### src/common/lin_pos_pkg.sv
// Shared constants and helpers for the LIN read-position command
package lin_pos_pkg;

	// ==========================================
	// Frame identifiers and fixed bytes
	localparam logic [7:0] ID_FIXED_PREP = 8'h3C;
	localparam logic [7:0] ID_FIXED_READ = 8'h7D;
	localparam logic [7:0] APP_CMD = 8'h80;
	localparam logic [7:0] FILLER = 8'hFF;
	localparam logic [6:0] CMD_READ_POS = 7'h00;
	localparam logic CMD_FLAG = 1'b1;
	localparam logic ADDR_FLAG = 1'b1;
	localparam logic EXT_CONST = 1'b1;
	localparam logic [1:0] PARITY_PAD = 2'h0;

	// ==========================================
	// Identifier field layout
	localparam int LEN_HI = 5;
	localparam int LEN_LO = 4;
	localparam int PREP_SEL_BIT = 5;
	localparam logic [1:0] DIRECT_LEN = 2'h2;
	localparam logic PREP_SEL_SHORT = 1'b0;

	// ==========================================
	// Byte indices and frame lengths
	localparam logic [3:0] FIRST_DATA = 4'h1;
	localparam logic [3:0] BYTE_ADDR = 4'h1;
	localparam logic [3:0] BYTE_POS_HI = 4'h2;
	localparam logic [3:0] BYTE_POS_LO = 4'h3;
	localparam logic [3:0] BYTE_STATUS = 4'h4;
	localparam logic [3:0] BYTE_EXT = 4'h5;
	localparam logic [3:0] DIRECT_BYTES = 4'h4;
	localparam logic [3:0] INDIRECT_BYTES = 4'h8;
	localparam logic [3:0] SHORT_PREP_LAST = 4'h2;
	localparam logic [3:0] LONG_PREP_LAST = 4'h8;
	localparam logic [3:0] LONG_PREP_SHIFT = 4'h1;

	// ==========================================
	// Master wait for an answer
	localparam logic [4:0] RESP_WAIT_CYCLES = 5'h10;

	typedef enum logic [1:0]
	{
		READ_DIRECT = 2'b00,
		READ_SHORT_PREP = 2'b01,
		READ_LONG_PREP = 2'b10
	} read_mode_t;

	// ==========================================
	// Preparing frame data byte at a given index
	function automatic logic [7:0] prep_byte(input logic long_form, input logic [3:0] idx,
		input logic [6:0] addr);
		logic [3:0] k;
		k = long_form ? idx - LONG_PREP_SHIFT : idx;
		if (long_form && idx == FIRST_DATA)
			prep_byte = APP_CMD;
		else if (k == FIRST_DATA)
			prep_byte = {CMD_FLAG, CMD_READ_POS};
		else if (k == SHORT_PREP_LAST)
			prep_byte = {ADDR_FLAG, addr};
		else
			prep_byte = FILLER;
	endfunction : prep_byte

endpackage : lin_pos_pkg

### src/common/lin_link_if.sv
// Byte-level LIN link between master and slave
`timescale 1ns/1ps
interface lin_link_if;
	logic m_id;
	logic m_valid;
	logic [7:0] m_data;
	logic s_valid;
	logic [7:0] s_data;

	modport master
	(
		output m_id,
		output m_valid,
		output m_data,
		input s_valid,
		input s_data
	);

	modport slave
	(
		input m_id,
		input m_valid,
		input m_data,
		output s_valid,
		output s_data
	);
endinterface : lin_link_if

### src/lin_pos_resp_byte.sv
// Response byte selector for the read-position answer
`timescale 1ns/1ps
module lin_pos_resp_byte
(
	// Byte index
	input wire logic [3:0] idx_i,
	// Answer content
	input wire logic end_switch_state_i,
	input wire logic [6:0] node_addr_i,
	input wire logic [15:0] actual_position_i,
	input wire logic [7:0] status_i,
	input wire logic [3:0] device_code_i,
	input wire logic [2:0] ext_flags_i,
	// Selected byte
	output logic [7:0] byte_o
);
	// ==========================================
	// Byte mux
	always_comb
	begin
		unique case (idx_i)
			lin_pos_pkg::BYTE_ADDR: byte_o = {end_switch_state_i, node_addr_i};
			lin_pos_pkg::BYTE_POS_HI: byte_o = actual_position_i[15:8];
			lin_pos_pkg::BYTE_POS_LO: byte_o = actual_position_i[7:0];
			lin_pos_pkg::BYTE_STATUS: byte_o = status_i;
			lin_pos_pkg::BYTE_EXT: byte_o = {device_code_i, lin_pos_pkg::EXT_CONST, ext_flags_i};
			default: byte_o = lin_pos_pkg::FILLER;
		endcase
	end
endmodule : lin_pos_resp_byte

### src/lin_pos_slave.sv
// LIN slave end answering the read-position command
// What this block does
// - Position signed sixteen bits, high byte first
// - Master zeroes meaningless low position bits
// - Answer carries short status byte too
// - Reading position clears no flag
// - Direct read returns four fixed data bytes
// - Direct identifier length bits are 10
// - Master gives each node own direct identifier
// - Master prepares, then fixed-identifier read frame
// - Short prepare: command 00, node address
// - Long prepare: 3C, 80, command, address, fillers
// - Indirect answer: eight bytes under 7D
// - Master sends identifiers, slave answers data
`timescale 1ns/1ps
module lin_pos_slave
#(
	// Arbitrary device code value
	parameter logic [3:0] DEVICE_CODE = 4'h5
)
(
	// Clock and reset
	input wire logic clk_i,
	input wire logic srst_i,
	// Link to master
	lin_link_if.slave link,
	// Node identity
	input wire logic [6:0] node_addr_i,
	input wire logic [3:0] direct_id_i,
	input wire logic [4:0] prep_id_i,
	// Motor state
	input wire logic [15:0] actual_position_i,
	input wire logic end_switch_state_i,
	// Latched flags
	input wire logic logic_supply_reset_flag_i,
	input wire logic step_loss_flag_i,
	input wire logic electrical_defect_flag_i,
	input wire logic undervoltage_flag_i,
	input wire logic thermal_shutdown_flag_i,
	input wire logic thermal_warning_flag_i,
	input wire logic [1:0] temperature_info_i,
	input wire logic second_undervoltage_flag_i,
	input wire logic third_undervoltage_flag_i,
	input wire logic bus_error_flag_i,
	// Activity
	output logic answering_o,
	output logic read_pending_o
);
	// ==========================================
	// State and storage
	typedef enum logic [1:0]
	{
		ST_IDLE = 2'b00,
		ST_PREP_SHORT = 2'b01,
		ST_PREP_LONG = 2'b10,
		ST_ANSWER = 2'b11
	} slave_state_t;

	slave_state_t state_q;
	logic [3:0] idx_q;
	logic [3:0] len_q;
	logic match_q;
	logic pending_q;
	logic [15:0] pos_q;
	logic esw_q;
	logic [7:0] status_q;
	logic [2:0] ext_q;
	logic s_valid_q;
	logic [7:0] s_data_q;
	logic [7:0] resp_byte;

	// ==========================================
	// Identifier decode
	logic id_direct;
	logic id_short;
	logic id_long;
	logic id_read;
	logic in_prep;
	logic prep_last;
	logic byte_ok;
	logic answer_last;

	assign id_direct = link.m_id
		&& link.m_data[lin_pos_pkg::LEN_HI:lin_pos_pkg::LEN_LO] == lin_pos_pkg::DIRECT_LEN
		&& link.m_data[3:0] == direct_id_i;
	assign id_short = link.m_id
		&& link.m_data[lin_pos_pkg::PREP_SEL_BIT] == lin_pos_pkg::PREP_SEL_SHORT
		&& link.m_data[4:0] == prep_id_i;
	assign id_long = link.m_id && link.m_data == lin_pos_pkg::ID_FIXED_PREP;
	assign id_read = link.m_id && link.m_data == lin_pos_pkg::ID_FIXED_READ;

	assign in_prep = state_q == ST_PREP_SHORT || state_q == ST_PREP_LONG;
	assign prep_last = idx_q == ((state_q == ST_PREP_LONG) ? lin_pos_pkg::LONG_PREP_LAST
		: lin_pos_pkg::SHORT_PREP_LAST);
	assign byte_ok = link.m_data == lin_pos_pkg::prep_byte(state_q == ST_PREP_LONG, idx_q,
		node_addr_i);
	assign answer_last = idx_q == len_q;

	// ==========================================
	// Frame sequencer
	always_ff @(posedge clk_i)
	begin
		if (srst_i)
		begin
			state_q <= ST_IDLE;
			idx_q <= lin_pos_pkg::FIRST_DATA;
			len_q <= lin_pos_pkg::DIRECT_BYTES;
		end
		else if (link.m_id)
		begin
			idx_q <= lin_pos_pkg::FIRST_DATA;
			if (id_direct)
			begin
				state_q <= ST_ANSWER;
				len_q <= lin_pos_pkg::DIRECT_BYTES;
			end
			else if (id_read && pending_q)
			begin
				state_q <= ST_ANSWER;
				len_q <= lin_pos_pkg::INDIRECT_BYTES;
			end
			else if (id_short)
				state_q <= ST_PREP_SHORT;
			else if (id_long)
				state_q <= ST_PREP_LONG;
			else
				state_q <= ST_IDLE;
		end
		else
		begin
			unique case (state_q)
				ST_IDLE: state_q <= ST_IDLE;
				ST_PREP_SHORT, ST_PREP_LONG:
				begin
					if (link.m_valid)
					begin
						if (prep_last)
							state_q <= ST_IDLE;
						else
							idx_q <= idx_q + lin_pos_pkg::FIRST_DATA;
					end
				end
				ST_ANSWER:
				begin
					if (answer_last)
						state_q <= ST_IDLE;
					else
						idx_q <= idx_q + lin_pos_pkg::FIRST_DATA;
				end
			endcase
		end
	end

	// ==========================================
	// Preparing frame check
	always_ff @(posedge clk_i)
	begin
		if (srst_i)
			match_q <= 1'b0;
		else if (link.m_id)
			match_q <= 1'b1;
		else if (in_prep && link.m_valid)
			match_q <= match_q && byte_ok;
	end

	// ==========================================
	// Prepared read pending
	always_ff @(posedge clk_i)
	begin
		if (srst_i)
			pending_q <= 1'b0;
		else if (link.m_id)
			pending_q <= 1'b0;
		else if (in_prep && link.m_valid && prep_last)
			pending_q <= match_q && byte_ok;
	end

	// ==========================================
	// Answer snapshot
	always_ff @(posedge clk_i)
	begin
		if (srst_i)
		begin
			pos_q <= 16'h0000;
			esw_q <= 1'b0;
			status_q <= 8'h00;
			ext_q <= 3'h0;
		end
		else if (link.m_id)
		begin
			pos_q <= actual_position_i;
			esw_q <= end_switch_state_i;
			status_q <= {logic_supply_reset_flag_i, step_loss_flag_i, electrical_defect_flag_i,
				undervoltage_flag_i, thermal_shutdown_flag_i, thermal_warning_flag_i,
				temperature_info_i};
			ext_q <= {second_undervoltage_flag_i, third_undervoltage_flag_i, bus_error_flag_i};
		end
	end

	lin_pos_resp_byte u_lin_pos_resp_byte
	(
		.idx_i(idx_q),
		.end_switch_state_i(esw_q),
		.node_addr_i(node_addr_i),
		.actual_position_i(pos_q),
		.status_i(status_q),
		.device_code_i(DEVICE_CODE),
		.ext_flags_i(ext_q),
		.byte_o(resp_byte)
	);

	// ==========================================
	// Answer output
	always_ff @(posedge clk_i)
	begin
		if (srst_i)
		begin
			s_valid_q <= 1'b0;
			s_data_q <= 8'h00;
		end
		else
		begin
			s_valid_q <= state_q == ST_ANSWER && !link.m_id;
			s_data_q <= (state_q == ST_ANSWER && !link.m_id) ? resp_byte : 8'h00;
		end
	end

	// Flags are only sampled, never cleared
	assign link.s_valid = s_valid_q;
	assign link.s_data = s_data_q;
	assign answering_o = state_q == ST_ANSWER;
	assign read_pending_o = pending_q;

endmodule : lin_pos_slave

### src/flat_wrapper.sv
// flat-port wrapper written by rule: the top's interface ports become plain ports
module lin_pos_slave_flat 
#(
	                              
	parameter logic [3:0] DEVICE_CODE = 4'h5
)
  (clk_i, srst_i, node_addr_i, direct_id_i, prep_id_i, actual_position_i, end_switch_state_i, logic_supply_reset_flag_i, step_loss_flag_i, electrical_defect_flag_i, undervoltage_flag_i, thermal_shutdown_flag_i, thermal_warning_flag_i, temperature_info_i, second_undervoltage_flag_i, third_undervoltage_flag_i, bus_error_flag_i, answering_o, read_pending_o, link_m_id, link_m_valid, link_m_data, link_s_valid, link_s_data);
  lin_link_if link_i ();
  input wire logic clk_i;
  input wire logic srst_i;
  input wire logic [6:0] node_addr_i;
  input wire logic [3:0] direct_id_i;
  input wire logic [4:0] prep_id_i;
  input wire logic [15:0] actual_position_i;
  input wire logic end_switch_state_i;
  input wire logic logic_supply_reset_flag_i;
  input wire logic step_loss_flag_i;
  input wire logic electrical_defect_flag_i;
  input wire logic undervoltage_flag_i;
  input wire logic thermal_shutdown_flag_i;
  input wire logic thermal_warning_flag_i;
  input wire logic [1:0] temperature_info_i;
  input wire logic second_undervoltage_flag_i;
  input wire logic third_undervoltage_flag_i;
  input wire logic bus_error_flag_i;
  output logic answering_o;
  output logic read_pending_o;
  input wire logic [$bits(link_i.m_id)-1:0] link_m_id;
  input wire logic [$bits(link_i.m_valid)-1:0] link_m_valid;
  input wire logic [$bits(link_i.m_data)-1:0] link_m_data;
  output wire logic [$bits(link_i.s_valid)-1:0] link_s_valid;
  output wire logic [$bits(link_i.s_data)-1:0] link_s_data;
  assign link_i.m_id = link_m_id;
  assign link_i.m_valid = link_m_valid;
  assign link_i.m_data = link_m_data;
  assign link_s_valid = link_i.s_valid;
  assign link_s_data = link_i.s_data;
  lin_pos_slave #(.DEVICE_CODE(DEVICE_CODE)) u_core (.clk_i(clk_i), .srst_i(srst_i), .link(link_i), .node_addr_i(node_addr_i), .direct_id_i(direct_id_i), .prep_id_i(prep_id_i), .actual_position_i(actual_position_i), .end_switch_state_i(end_switch_state_i), .logic_supply_reset_flag_i(logic_supply_reset_flag_i), .step_loss_flag_i(step_loss_flag_i), .electrical_defect_flag_i(electrical_defect_flag_i), .undervoltage_flag_i(undervoltage_flag_i), .thermal_shutdown_flag_i(thermal_shutdown_flag_i), .thermal_warning_flag_i(thermal_warning_flag_i), .temperature_info_i(temperature_info_i), .second_undervoltage_flag_i(second_undervoltage_flag_i), .third_undervoltage_flag_i(third_undervoltage_flag_i), .bus_error_flag_i(bus_error_flag_i), .answering_o(answering_o), .read_pending_o(read_pending_o));
endmodule
### config.mk
export PLATFORM = sky130hd
export DESIGN_NAME = lin_pos_slave_flat
export DESIGN_NICKNAME = d
export VERILOG_FILES = /design/src/common/lin_pos_pkg.sv /design/src/common/lin_link_if.sv /design/src/lin_pos_resp_byte.sv /design/src/lin_pos_slave.sv /design/src/flat_wrapper.sv
export SDC_FILE = /design/constraint.sdc
export NUM_CORES = 1
export LEC_CHECK = 0
export BUFFER_PORTS_ARGS = -buffer_cell sky130_fd_sc_hd__buf_2
export CAP_MARGIN = 15
export CORE_UTILIZATION = 50
export CTS_CLUSTER_SIZE = 25
export DETAILED_ROUTE_END_ITERATION = 16
export PLACE_DENSITY = 0.76
export SLEW_MARGIN = 20
export SYNTH_ARGS = -nofsm -noshare
export SYNTH_HDL_FRONTEND = slang
export SYNTH_SLANG_ARGS = --single-unit
### constraint.sdc
create_clock -name clk_i -period 6.3 [get_ports clk_i]
set_input_delay 0.945 -clock clk_i [delete_from_list [all_inputs] [get_ports clk_i]]
set_output_delay 0.945 -clock clk_i [all_outputs]
set_load 0.02 [all_outputs]
==> results of run 1 <==
## routing by layer
layer,track usage,up-vias
met2,0.425,60
met5,0,-
met1,0.326,1175
met4,0.0943,0
li1,-,1210
met3,0.0434,8
## final cells by class
cell class	count	area, um^2	area share
Multi-Input combinational cell	222	1550	0.505
Inverter	13	48.8	0.0159
Sequential cell	47	941	0.307
Tap cell	70	87.6	0.0286
Timing Repair Buffer	66	330	0.108
Clock buffer	5	68.8	0.0225
Clock inverter	2	37.5	0.0123
## synth_stat cells, types with 3 or more instances
cell / number
sky130_fd_sc_hd__ha_1: 7
sky130_fd_sc_hd__a22o_1: 3
sky130_fd_sc_hd__buf_2: 3
sky130_fd_sc_hd__a21oi_1: 14
sky130_fd_sc_hd__nand2_1: 15
sky130_fd_sc_hd__inv_1: 13
sky130_fd_sc_hd__o41a_1: 3
sky130_fd_sc_hd__o31ai_1: 4
sky130_fd_sc_hd__o31a_1: 3
sky130_fd_sc_hd__a221oi_1: 3
sky130_fd_sc_hd__nand4_1: 3
sky130_fd_sc_hd__o21ai_0: 12
sky130_fd_sc_hd__a222oi_1: 5
sky130_fd_sc_hd__xnor2_1: 7
sky130_fd_sc_hd__nor3_1: 5
sky130_fd_sc_hd__dfxtp_1: 47
sky130_fd_sc_hd__a211oi_1: 3
sky130_fd_sc_hd__clkbuf_1: 14
sky130_fd_sc_hd__mux2i_1: 29
sky130_fd_sc_hd__nor4_1: 4
sky130_fd_sc_hd__nor2_1: 37
sky130_fd_sc_hd__nand3b_1: 6
sky130_fd_sc_hd__xor2_1: 7
sky130_fd_sc_hd__buf_1: 3
sky130_fd_sc_hd__nand3_1: 16
## cells by family after synthesis
logic type                 Yosys count  synth area share
DFF                                 47             0.358
AOI/OAI and AO/OA                   73             0.210
muxes                               29             0.110
buffers and inverters               35            0.0542
and+or+nand+nor                     99             0.187
xor gates and xnor gates            14            0.0466
adders and majority gates            7            0.0333
## power by group through the flow
stage / combinational (mW) / clock, mW / sequential (mW)
2_1_floorplan: 0.0406 / 0 / 0.319
3_3_place_gp: 0.0678 / 0 / 0.321
3_5_place_dp: 0.0691 / 0 / 0.321
4_1_cts: 0.0695 / 0.219 / 0.314
5_1_grt: 0.0767 / 0.236 / 0.316
6_report: 0.0695 / 0.216 / 0.315
## tightest hold or removal path, stage by stage, from the launching register on
cell	delay, ps
sky130_fd_sc_hd__dfxtp_1	340
sky130_fd_sc_hd__mux2i_1	60
sky130_fd_sc_hd__nor2_1	70
## through the flow
stage / cells / worst slack (ps) / total power [mW] / util
floorplan: 304 / 3830 / 0.360 / -
global placement: 418 / 3420 / 0.389 / 0.582
detailed placement: 418 / 3330 / 0.391 / 0.582
CTS: 425 / 3630 / 0.603 / 0.603
global route: 425 / 3450 / 0.629 / 0.603
finish: 425 / 3620 / 0.600 / 0.603
## registers in the layout (all words and copies together) (netlist names)
signal,count
u_core.state_q,2
u_core.pos_q,16
u_core.ext_q,3
u_core.read_pending_o,1
u_core.match_q,1
u_core.status_q,8
u_core.idx_q,4
u_core.link.s_data,8
u_core.link.s_valid,1
u_core.esw_q,1
u_core.len_q,2
## worst paths after layout
kind	start	endpoint	slack, ps	cells after the start
setup reg to reg	u_core.idx_q[0]	u_core.read_pending_o	3670	8
hold reg to reg	u_core.pos_q[7]	u_core.pos_q[7]	510	2
hold / removal	u_core.pos_q[7]	u_core.pos_q[7]	510	2
setup / recovery	link_m_id	u_core.len_q[2]	3620	5
==> out/summary.txt, run 1 <==
FINAL LAYOUT
----------------------------------------------------------------------------------------
Layout net count ..........................................................          418
Most frequent cells in the layout ......................................... sky130_fd_sc_hd__buf_2, sky130_fd_sc_hd__dfxtp_1, sky130_fd_sc_hd__nor2_1
Number of antenna repair diodes ...........................................            0
Post-route cell area ...................................................... 0.00306 mm^2
Number of fillers in the final layout .....................................          475
Fraction of final layout cells sized beyond drive strength 1 ..............        0.234
Area growth syn-to-layout .................................................        16.4%
Commonest non-fill, non-tap cell in the layout ............................ sky130_fd_sc_hd__buf_2

CLOCK NETWORK
----------------------------------------------------------------------------------------
Clock H-tree levels .......................................................            2
Clk Latency, worst-skew pair ..............................................       290 ps
Hold buffer count at cts ..................................................            0
Root buf cell ............................................................. sky130_fd_sc_hd__clkbuf_8
Post-CTS setup-driven buffer insertion count ..............................            0
Clock tree buffer depth ...................................................            2
Quantity of gates resized following cts ...................................            0
TritonCTS clock tree ......................................................        built
CTS sink count ............................................................           47
TritonCTS buffer count ....................................................            5
CTS clk-pin slew, worst paths .............................................        90 ps

ROUTING
----------------------------------------------------------------------------------------
Via count .................................................................         2453
Sum of routed wire segments on met1 .......................................      2930 um
Iter 0 DRT Violations .....................................................          161
WL/cell ...................................................................      15.3 um
Total met2 wirelength after detailed routing ..............................      3250 um
Detail-routed via count per cell ..........................................         5.77
Count of antenna-violating nets left after detailed routing ...............            0
DR DRC count ..............................................................            0
Met3 Routed Length ........................................................       226 um
Top layer reached by signal wires .........................................         met4
Final routed wirelength across all metal layers ...........................      6490 um
Detailed-router iteration count before antenna repair .....................            4

PLACEMENT
----------------------------------------------------------------------------------------
Total half-perimeter wirelength after legalization and detailed placement .      4690 um
Area after detailed placement ............................................. 0.00295 mm^2
Number of I/O port buffers ................................................           66
Weighted congestion reported at the end of routability-driven placement ...        0.888

STA
----------------------------------------------------------------------------------------
Clock skew after layout ...................................................      8.75 ps
Tcrit/Tclk final ..........................................................        0.426
Sum of negative setup slack ...............................................         0 ps
Headroom to the max-slew limit ............................................        0.323
Final min period ..........................................................      2680 ps
Fmax achieved .............................................................      373 MHz
Setup repair after global routing missed its margin .......................        false
Final hold violation count ................................................            0
Fin. max-slew vios ........................................................            0
Final setup violating endpoints ...........................................            0
Slew at the pin with the worst max-slew slack .............................      1010 ps
Hold Worst Slack ..........................................................       506 ps

SYNTH
----------------------------------------------------------------------------------------
Proportion of synthesized chip area in sequential cells ...................        0.358
Share of the synthesized area in the top cell type ........................        0.358
FFs w/ async S/R, synth ...................................................            0
Post-synth top flop ....................................................... sky130_fd_sc_hd__dfxtp_1
Number of enable flip-flop cells after synthesis ..........................            0
Net Count, Synth ..........................................................          367
Cell type contributing the most total cell area after synthesis ........... sky130_fd_sc_hd__dfxtp_1
Post-synthesis cell count .................................................          304
Number of synthesis warnings ..............................................            0
Largest cells by area after synthesis ..................................... sky130_fd_sc_hd__dfxtp_1, sky130_fd_sc_hd__mux2i_1, sky130_fd_sc_hd__nor2_1
Number of synthesized register bits .......................................           47
Per-instance average area after synthesis .................................    8.65 um^2
Netlist Area Pre-Place .................................................... 0.00263 mm^2
Number of distinct standard cells referenced by the synthesized netlist ...           54

GLOBAL ROUTING
----------------------------------------------------------------------------------------
Number of antenna violations at the first check in global routing .........            0
Final global-route overflow total .........................................            0
Global-route usage over all layers ........................................        0.254
Maximum number of pins on one net before global-route repair ..............           39
Global-route wire length before repair ....................................     10700 um
Via count of the first global-routing pass ................................         2244

CRITICAL PATH
----------------------------------------------------------------------------------------
CP max FO .................................................................           38
Worst path required time ..................................................      6490 ps
Sort of element at the start of the critical path ......................... primary input
Max incr delay on CP ......................................................       760 ps
Critical setup path kind .................................................. primary input to flip-flop
Dominant delay contributor by cell family on the critical path ............ buffers and inverters
Crit path cell chain ...................................................... buf_2 > nand2_1 > nor4_1 > o21ai_0 > a211o_1
Crit path buf inv count ...................................................            1
Sort of element at the end of the critical path ...........................    flip-flop
Arr. time, crit path ......................................................      2870 ps
Cell with the biggest individual delay on the critical path ............... sky130_fd_sc_hd__buf_2

POWER
----------------------------------------------------------------------------------------
Clock network fraction of total power .....................................        0.360
Fraction of power spent switching nets ....................................        0.238
VDD IR-drop max ...........................................................   0.000121 V
Int Pwr ...................................................................     0.457 mW
Cell Pwr Density ..........................................................  196 mW/mm^2
Switching component of the power ..........................................     0.143 mW
Leakage power .............................................................      1.31 nW
Register share of total power .............................................        0.524
Fraction of power consumed by combinational cells .........................        0.116

FLOORPLANNING
----------------------------------------------------------------------------------------
Core area ................................................................. 0.00507 mm^2
Number of top-level design ports ..........................................           67
Die Y-Extent ..............................................................      74.5 um
Total number of placement rows ............................................           26
Horizontal die dimension ..................................................      74.5 um
DIE AREA .................................................................. 0.00555 mm^2
Initial Util ..............................................................        0.518

OUTCOME
----------------------------------------------------------------------------------------
Result of the run .........................................................    completed

FLOW RUN
----------------------------------------------------------------------------------------
Number of maximum-capacitance constraint violations .......................            0

HOLD PATH
----------------------------------------------------------------------------------------
Hold WC Path Type ......................................................... flip-flop to flip-flop

Note: power is estimated with default switching activity, not from simulation.
==> run 2: changes to the inputs <==
==> constraint.sdc (replaced) <==
create_clock -name clk_i -period 2.7 [get_ports clk_i]
set_input_delay 0.405 -clock clk_i [delete_from_list [all_inputs] [get_ports clk_i]]
set_output_delay 0.405 -clock clk_i [all_outputs]
set_load 0.02 [all_outputs]
==> run 2 against run 1 <==
  * Via count rose by 0.49%
  * Clock-buffer cell count stayed put
  * Power increased by 120%
  * Die area stayed put
  * Clock skew is 2.5 ps lower
  * Sequential cell count did not move
  * First-iteration DRC count is 19% higher
  * Non-clock buffer count up 5
  * Final area grew 1.3%
  * Critical path type is now flip-flop to flip-flop
  * Critical endpoint is now u_core.read_pending_o
  * Largest cell class unchanged
  * Largest power group unchanged
  * Highest routed layer unchanged
==> out/summary.txt, run 2 (synthesis results as in run 1) <==
POWER
----------------------------------------------------------------------------------------
Overall power .............................................................      1.35 mW   was 0.600 mW
Cell Pwr Density ..........................................................  435 mW/mm^2   was 196 mW/mm^2
Leakage power .............................................................      1.34 nW   was 1.31 nW
VDD IR-drop max ...........................................................   0.000352 V   was 0.000121 V

PLACEMENT
----------------------------------------------------------------------------------------
Number of I/O port buffers ................................................           66   unchanged
Total half-perimeter wirelength after legalization and detailed placement .      4800 um   was 4690 um
Post-placement worst setup slack ..........................................       234 ps   was 3330 ps
Number of cells after detailed placement ..................................          423   was 418
Weighted congestion reported at the end of routability-driven placement ...        0.979   was 0.888

FINAL LAYOUT
----------------------------------------------------------------------------------------
Count of non-filler cells in the finished layout ..........................          431   was 425
Number of fillers in the final layout .....................................          466   was 475
Largest Register .......................................................... u_core.pos_q   unchanged
Layout net count ..........................................................          423   was 418
Max reg flops .............................................................           16   unchanged
Commonest non-fill, non-tap cell in the layout ............................ sky130_fd_sc_hd__buf_2   unchanged
Number of antenna repair diodes ...........................................            0   unchanged
Most frequent cells in the layout ......................................... sky130_fd_sc_hd__buf_2, sky130_fd_sc_hd__dfxtp_1, sky130_fd_sc_hd__nor2_1   unchanged
Area growth syn-to-layout .................................................        17.9%   was 16.4%
Post-route core utilization ...............................................        0.611   was 0.603
Fraction of final layout cells sized beyond drive strength 1 ..............        0.249   was 0.234

FLOORPLANNING
----------------------------------------------------------------------------------------
Horizontal die dimension ..................................................      74.5 um   unchanged
Total number of placement rows ............................................           26   unchanged
Number of top-level design ports ..........................................           67   unchanged
Initial Util ..............................................................        0.518   unchanged
Die Y-Extent ..............................................................      74.5 um   unchanged
DIE AREA .................................................................. 0.00555 mm^2   unchanged
Core area ................................................................. 0.00507 mm^2   unchanged

CLOCK NETWORK
----------------------------------------------------------------------------------------
Post-CTS setup-driven buffer insertion count ..............................            0   unchanged
Clock tree buffer depth ...................................................            2   unchanged
CTS clk-pin slew, worst paths .............................................       100 ps   was 90 ps
TritonCTS buffer count ....................................................            5   unchanged
TritonCTS clock tree ......................................................        built   unchanged
CTS sink count ............................................................           47   unchanged
Clk Latency, worst-skew pair ..............................................       300 ps   was 290 ps
Root buf cell ............................................................. sky130_fd_sc_hd__clkbuf_8   unchanged
Clock H-tree levels .......................................................            2   unchanged

CRITICAL PATH
----------------------------------------------------------------------------------------
Max incr delay on CP ......................................................       560 ps   was 760 ps
Crit path cell chain ...................................................... inv_1 > ha_1 > o21bai_1 > a211oi_4 > o21ai_0 > a22oi_1 > a32oi_1 > o31ai_2   was buf_2 > nand2_1 > nor4_1 > o21ai_0 > a211o_1
Sort of element at the end of the critical path ...........................    flip-flop   unchanged
CP max FO .................................................................           13   was 38
Arr. time, crit path ......................................................      2750 ps   was 2870 ps
Dominant delay contributor by cell family on the critical path ............ compound AO/OA/AOI/OAI gates   was buffers and inverters
Worst path required time ..................................................      2920 ps   was 6490 ps
Crit Reg-Reg Startpoint ................................................... u_core.idx_q[1]   was u_core.idx_q[0]
Cell with the biggest individual delay on the critical path ............... sky130_fd_sc_hd__dfxtp_1   was sky130_fd_sc_hd__buf_2
Crit path buf inv count ...................................................            1   unchanged
Critical setup path kind .................................................. flip-flop to flip-flop   was primary input to flip-flop
Crit. Startpoint .......................................................... u_core.idx_q[1]   was link_m_id
Sort of element at the start of the critical path .........................    flip-flop   was primary input

ROUTING
----------------------------------------------------------------------------------------
Final routed wirelength across all metal layers ...........................      6460 um   was 6490 um
Iter 0 DRT Violations .....................................................          192   was 161
Detailed-router iteration count before antenna repair .....................            5   was 4
Detail-routed via count per cell ..........................................         5.72   was 5.77
Count of antenna-violating nets left after detailed routing ...............            0   unchanged
WL/cell ...................................................................      15.0 um   was 15.3 um
Via count .................................................................         2465   was 2453
DR DRC count ..............................................................            0   unchanged

STA
----------------------------------------------------------------------------------------
Clock skew after layout ...................................................      6.29 ps   was 8.75 ps
Tcrit/Tclk final ..........................................................        0.938
Final setup violating endpoints ...........................................            0   unchanged
Setup repair after global routing missed its margin .......................        false   unchanged
Sum of negative setup slack ...............................................         0 ps   unchanged
Fmax achieved .............................................................      395 MHz
Fin. max-slew vios ........................................................            0   unchanged
Final hold violation count ................................................            0   unchanged
Worst path setup slack after routing ......................................       169 ps   was 3620 ps
Headroom to the max-slew limit ............................................        0.486   was 0.323
Slew at the pin with the worst max-slew slack .............................       770 ps   was 1010 ps
Final min period ..........................................................      2530 ps

GLOBAL ROUTING
----------------------------------------------------------------------------------------
Final global-route overflow total .........................................            0   unchanged
Global-route usage over all layers ........................................        0.249   was 0.254
Number of antenna violations at the first check in global routing .........            0   unchanged
Maximum number of pins on one net before global-route repair ..............           38   was 39
Global-route wire length before repair ....................................     10600 um   was 10700 um
Via count of the first global-routing pass ................................         2322   was 2244

HOLD PATH
----------------------------------------------------------------------------------------
Min-delay src ............................................................. actual_position_i[15]   was u_core.pos_q[7]
Hold WC Path Type ......................................................... primary input to flip-flop   was flip-flop to flip-flop

FLOW RUN
----------------------------------------------------------------------------------------
Number of maximum-capacitance constraint violations .......................            0   unchanged

OUTCOME
----------------------------------------------------------------------------------------
Result of the run .........................................................    completed   unchanged

## run 2: cell count changes in the layout (fill, tap and decap cells not counted), sizes merged
cell / before / now
buf: 66 / 71
inv: 13 / 15
bufinv: 1 / 0
## run 2: worst min-delay path, delay by kind of cell
family	cells	cell delay, ps
buffers and inverters	1	70
multiplexers	1	50
AND/OR/NAND/NOR	1	70
## run 2: repair_timing
| action | in CTS | in global routing |
|---|---|---|
| endpoints found under the setup margin | 0 | 2 |
| endpoints found under the hold margin | 0 | 0 |
| resized for setup | 0 | 2 |
| hold buffers | 0 | 0 |
## run 2: worst paths after layout
check | to | slack, ps | cells after the start
worst min-delay path | u_core.pos_q[15] | 330 | 3
worst min register to register | u_core.len_q[3] | 490 | 2
worst max-delay path | u_core.read_pending_o | 170 | 8
worst max register to register | u_core.read_pending_o | 170 | 8
## run 2: cell type report
cell class | instances | area (um^2) | share of cell area
Clock inverter | 3 | 27.5 | 0.00888
Timing Repair Buffer | 71 | 368 | 0.119
Clock buffer | 5 | 68.8 | 0.0222
Sequential cell | 47 | 941 | 0.303
Inverter | 13 | 48.8 | 0.0157
Tap cell | 70 | 87.6 | 0.0282
Multi-Input combinational cell | 222 | 1560 | 0.503
## run 2: power by group
part / total, mW / internal [mW] / leakage [nW] / switching (mW)
clock: 0.451 / 0.192 / 0.0467 / 0.259
combinational: 0.164 / 0.0779 / 0.905 / 0.0866
sequential: 0.734 / 0.719 / 0.385 / 0.0150
total: 1.35 / 0.989 / 1.34 / 0.360
## run 2: metrics by stage
step | hold slack [ps] | instance area (um^2)
CTS | 324 | 3090
global placement | 467 | 2990
global route | 344 | 3100
detailed placement | 475 | 2990
floorplan | 447 | 2630
finish | 327 | 3100
## run 2: metal layers
layer,vias to the layer above,global-route usage,part of all wire
met5,-,0,0
met4,0,0.0922,0.017
met3,11,0.0488,0.050
met2,85,0.420,0.50
met1,1154,0.314,0.44
li1,1215,-,-
==> run 3: changes to the inputs <==
--- a/config.mk
+++ b/config.mk
@@ -7,6 +7,7 @@
 export LEC_CHECK = 0
 export BUFFER_PORTS_ARGS = -buffer_cell sky130_fd_sc_hd__buf_2
 export CAP_MARGIN = 15
+export CORE_MARGIN = 2
 export CORE_UTILIZATION = 50
 export CTS_CLUSTER_SIZE = 25
 export DETAILED_ROUTE_END_ITERATION = 16
==> constraint.sdc (replaced) <==
create_clock -name clk_i -period 2.7 [get_ports clk_i]
set_input_delay 0.27 -clock clk_i [delete_from_list [all_inputs] [get_ports clk_i]]
set_output_delay 0.27 -clock clk_i [all_outputs]
set_load 0.02 [all_outputs]
==> run 3 against run 2 <==
  * Hold slack got worse by 130 ps
  * Sequential power barely moved
  * Clock power fell by 0.9%
  * Global-route usage is 1.9 points lower
  * Final area fell by 0.36%
  * Setup slack improved by 150 ps
  * First-iteration DRC count is 31% lower
  * Critical path depth unchanged
  * Clock skew shrank 1.3 ps
  * Wire length shrank 0.22%
  * Final cell count is 0.23% lower
==> out/summary.txt, run 3 (synthesis results as in run 1) <==
POWER
----------------------------------------------------------------------------------------
VDD IR-drop max ...........................................................   0.000350 V   was 0.000352 V
Leakage power .............................................................      1.33 nW   was 1.34 nW
Cell Pwr Density ..........................................................  435 mW/mm^2   about the same

STA
----------------------------------------------------------------------------------------
Fin. max-slew vios ........................................................            0   unchanged
Fmax achieved .............................................................      419 MHz   was 395 MHz
Final setup violating endpoints ...........................................            0   unchanged
Sum of negative setup slack ...............................................         0 ps   unchanged
Tcrit/Tclk final ..........................................................        0.883   was 0.938
Clock skew after layout ...................................................      5.00 ps   was 6.29 ps
Slew at the pin with the worst max-slew slack .............................       584 ps   was 770 ps
Hold Worst Slack ..........................................................       200 ps   was 327 ps
Headroom to the max-slew limit ............................................        0.607   was 0.486
Worst path setup slack after routing ......................................       316 ps   was 169 ps
Final min period ..........................................................      2380 ps   was 2530 ps
Final hold violation count ................................................            0   unchanged
Setup repair after global routing missed its margin .......................        false   unchanged

CLOCK NETWORK
----------------------------------------------------------------------------------------
TritonCTS clock tree ......................................................        built   unchanged
Clock tree buffer depth ...................................................            2   unchanged
CTS sink count ............................................................           47   unchanged
CTS clk-pin slew, worst paths .............................................        90 ps   was 100 ps
TritonCTS buffer count ....................................................            5   unchanged
Hold buffer count at cts ..................................................            0   unchanged
Clock H-tree levels .......................................................            2   unchanged
Clk Latency, worst-skew pair ..............................................       300 ps   about the same
Root buf cell ............................................................. sky130_fd_sc_hd__clkbuf_8   unchanged

HOLD PATH
----------------------------------------------------------------------------------------
Min-delay src ............................................................. temperature_info_i[1]   was actual_position_i[15]
Instance count along the most critical hold path ..........................            3   unchanged
Hold WC Path Type ......................................................... primary input to flip-flop   unchanged
Hold worst-path end ....................................................... u_core.status_q[1]   was u_core.pos_q[15]

CRITICAL PATH
----------------------------------------------------------------------------------------
Sort of element at the end of the critical path ...........................    flip-flop   unchanged
Cell with the biggest individual delay on the critical path ............... sky130_fd_sc_hd__or4b_4   was sky130_fd_sc_hd__dfxtp_1
Crit. Startpoint .......................................................... u_core.state_q[0]   was u_core.idx_q[1]
Crit path cell chain ...................................................... inv_1 > ha_1 > or4b_4 > o21ai_4 > o21a_1 > o2111ai_1 > a32oi_1 > o31ai_1   was inv_1 > ha_1 > o21bai_1 > a211oi_4 > o21ai_0 > a22oi_1 > a32oi_1 > o31ai_2
Endpoint of the lowest-slack register-to-register path .................... u_core.match_q   was u_core.read_pending_o
Setup slack on the worst flop-to-flop path ................................       320 ps   was 170 ps
Max incr delay on CP ......................................................       530 ps   was 560 ps
Count of cells along the worst register-to-register path ..................            8   unchanged
Sort of element at the start of the critical path .........................    flip-flop   unchanged
Worst path required time ..................................................      2890 ps   was 2920 ps
Crit Reg-Reg Startpoint ................................................... u_core.state_q[0]   was u_core.idx_q[1]
CP max FO .................................................................           10   was 13
Critical setup path kind .................................................. flip-flop to flip-flop   unchanged
Arr. time, crit path ......................................................      2570 ps   was 2750 ps

FINAL LAYOUT
----------------------------------------------------------------------------------------
Commonest non-fill, non-tap cell in the layout ............................ sky130_fd_sc_hd__buf_2   unchanged
Count of non-filler cells in the finished layout ..........................          430   was 431
Number of fillers in the final layout .....................................          476   was 466
Fraction of final layout cells sized beyond drive strength 1 ..............        0.247   was 0.249
Most frequent cells in the layout ......................................... sky130_fd_sc_hd__buf_2, sky130_fd_sc_hd__dfxtp_1, sky130_fd_sc_hd__nor2_1   unchanged
Max reg flops .............................................................           16   unchanged
Layout net count ..........................................................          422   was 423
Largest Register .......................................................... u_core.pos_q   unchanged
Number of antenna repair diodes ...........................................            0   unchanged
Area growth syn-to-layout .................................................        17.5%   was 17.9%
Post-route cell area ...................................................... 0.00309 mm^2   was 0.00310 mm^2

PLACEMENT
----------------------------------------------------------------------------------------
Number of cells after detailed placement ..................................          422   was 423
Post-placement worst setup slack ..........................................       217 ps   was 234 ps
Total half-perimeter wirelength after legalization and detailed placement .      4750 um   was 4800 um
Number of I/O port buffers ................................................           66   unchanged
Weighted congestion reported at the end of routability-driven placement ...        0.986   was 0.979
Area after detailed placement ............................................. 0.00298 mm^2   was 0.00299 mm^2

GLOBAL ROUTING
----------------------------------------------------------------------------------------
Maximum number of pins on one net before global-route repair ..............           38   unchanged
Via count of the first global-routing pass ................................         2363   was 2322
Final global-route overflow total .........................................            0   unchanged
Global-route wire length before repair ....................................     11000 um   was 10600 um
Global-route usage over all layers ........................................        0.230   was 0.249
Number of antenna violations at the first check in global routing .........            0   unchanged

FLOORPLANNING
----------------------------------------------------------------------------------------
DIE AREA .................................................................. 0.00586 mm^2   was 0.00555 mm^2
Die Y-Extent ..............................................................      76.5 um   was 74.5 um
Core area ................................................................. 0.00511 mm^2   was 0.00507 mm^2
Number of top-level design ports ..........................................           67   unchanged
Initial Util ..............................................................        0.515   was 0.518
Horizontal die dimension ..................................................      76.5 um   was 74.5 um
Total number of placement rows ............................................           26   unchanged

ROUTING
----------------------------------------------------------------------------------------
Via count .................................................................         2449   was 2465
Count of antenna-violating nets left after detailed routing ...............            0   unchanged
DR DRC count ..............................................................            0   unchanged
WL/cell ...................................................................      15.0 um   about the same
Iter 0 DRT Violations .....................................................          132   was 192
Final routed wirelength across all metal layers ...........................      6440 um   was 6460 um
Detailed-router iteration count before antenna repair .....................            5   unchanged
Detail-routed via count per cell ..........................................         5.70   was 5.72

FLOW RUN
----------------------------------------------------------------------------------------
Number of maximum-capacitance constraint violations .......................            0   unchanged

OUTCOME
----------------------------------------------------------------------------------------
Result of the run .........................................................    completed   unchanged

-- run 3: what timing repair did --
item,4_1_cts,5_1_grt
buffers inserted,0,0
gates resized for setup,0,3
setup endpoints to repair,0,2
-- run 3: area by class of cell --
type	instances	area, um^2	share of cell area
clock buffers	7	86.3	0.0279
repair buffers	70	360	0.117
multi-input cells	222	1550	0.503
clock inverters	1	8.76	0.00284
well taps	70	87.6	0.0284
inverters	13	48.8	0.0158
flip-flops and latches	47	943	0.305
-- run 3: metrics by stage --
step / utilization / power [mW]
final: 0.605 / 1.34
after global routing: 0.605 / 1.41
after CTS: 0.603 / 1.35
after detailed placement: 0.584 / 0.913
after global placement: 0.584 / 0.909
after floorplan: - / 0.840
-- run 3: worst max-delay path, delay by kind of cell (launching register included) --
kind / cells / cell delay, ps
AOI/OAI and AO/OA: 5 / 940
adders and majority gates: 1 / 400
buffers and inverters: 1 / 60
DFF: 1 / 340
and+or+nand+nor: 1 / 530
-- run 3: worst max path at each step --
stage | to | cells past startpoint | slack, ps
after global placement | u_core.read_pending_o | 8 | 320
after floorplan | u_core.read_pending_o | 8 | 510
after detailed placement | u_core.read_pending_o | 8 | 220
after global routing | u_core.match_q | 8 | 110
after CTS | u_core.read_pending_o | 8 | 190
final | u_core.match_q | 8 | 320
-- run 3: power breakdown --
| group | switching (mW) | internal [mW] | total (mW) | leakage (nW) |
|---|---|---|---|---|
| sequential | 0.0154 | 0.719 | 0.734 | 0.385 |
| clock | 0.237 | 0.210 | 0.447 | 0.0484 |
| combinational | 0.0857 | 0.0777 | 0.163 | 0.901 |
| total | 0.338 | 1.01 | 1.34 | 1.33 |
-- run 3: per-layer routing --
metal | track usage | wire (um) | vias to the layer above
li1 | - | - | 1215
met4 | 0.113 | 216 | 0
met5 | 0 | 0 | -
met3 | 0.0403 | 283 | 17
met1 | 0.284 | 2870 | 1145
met2 | 0.385 | 3080 | 72
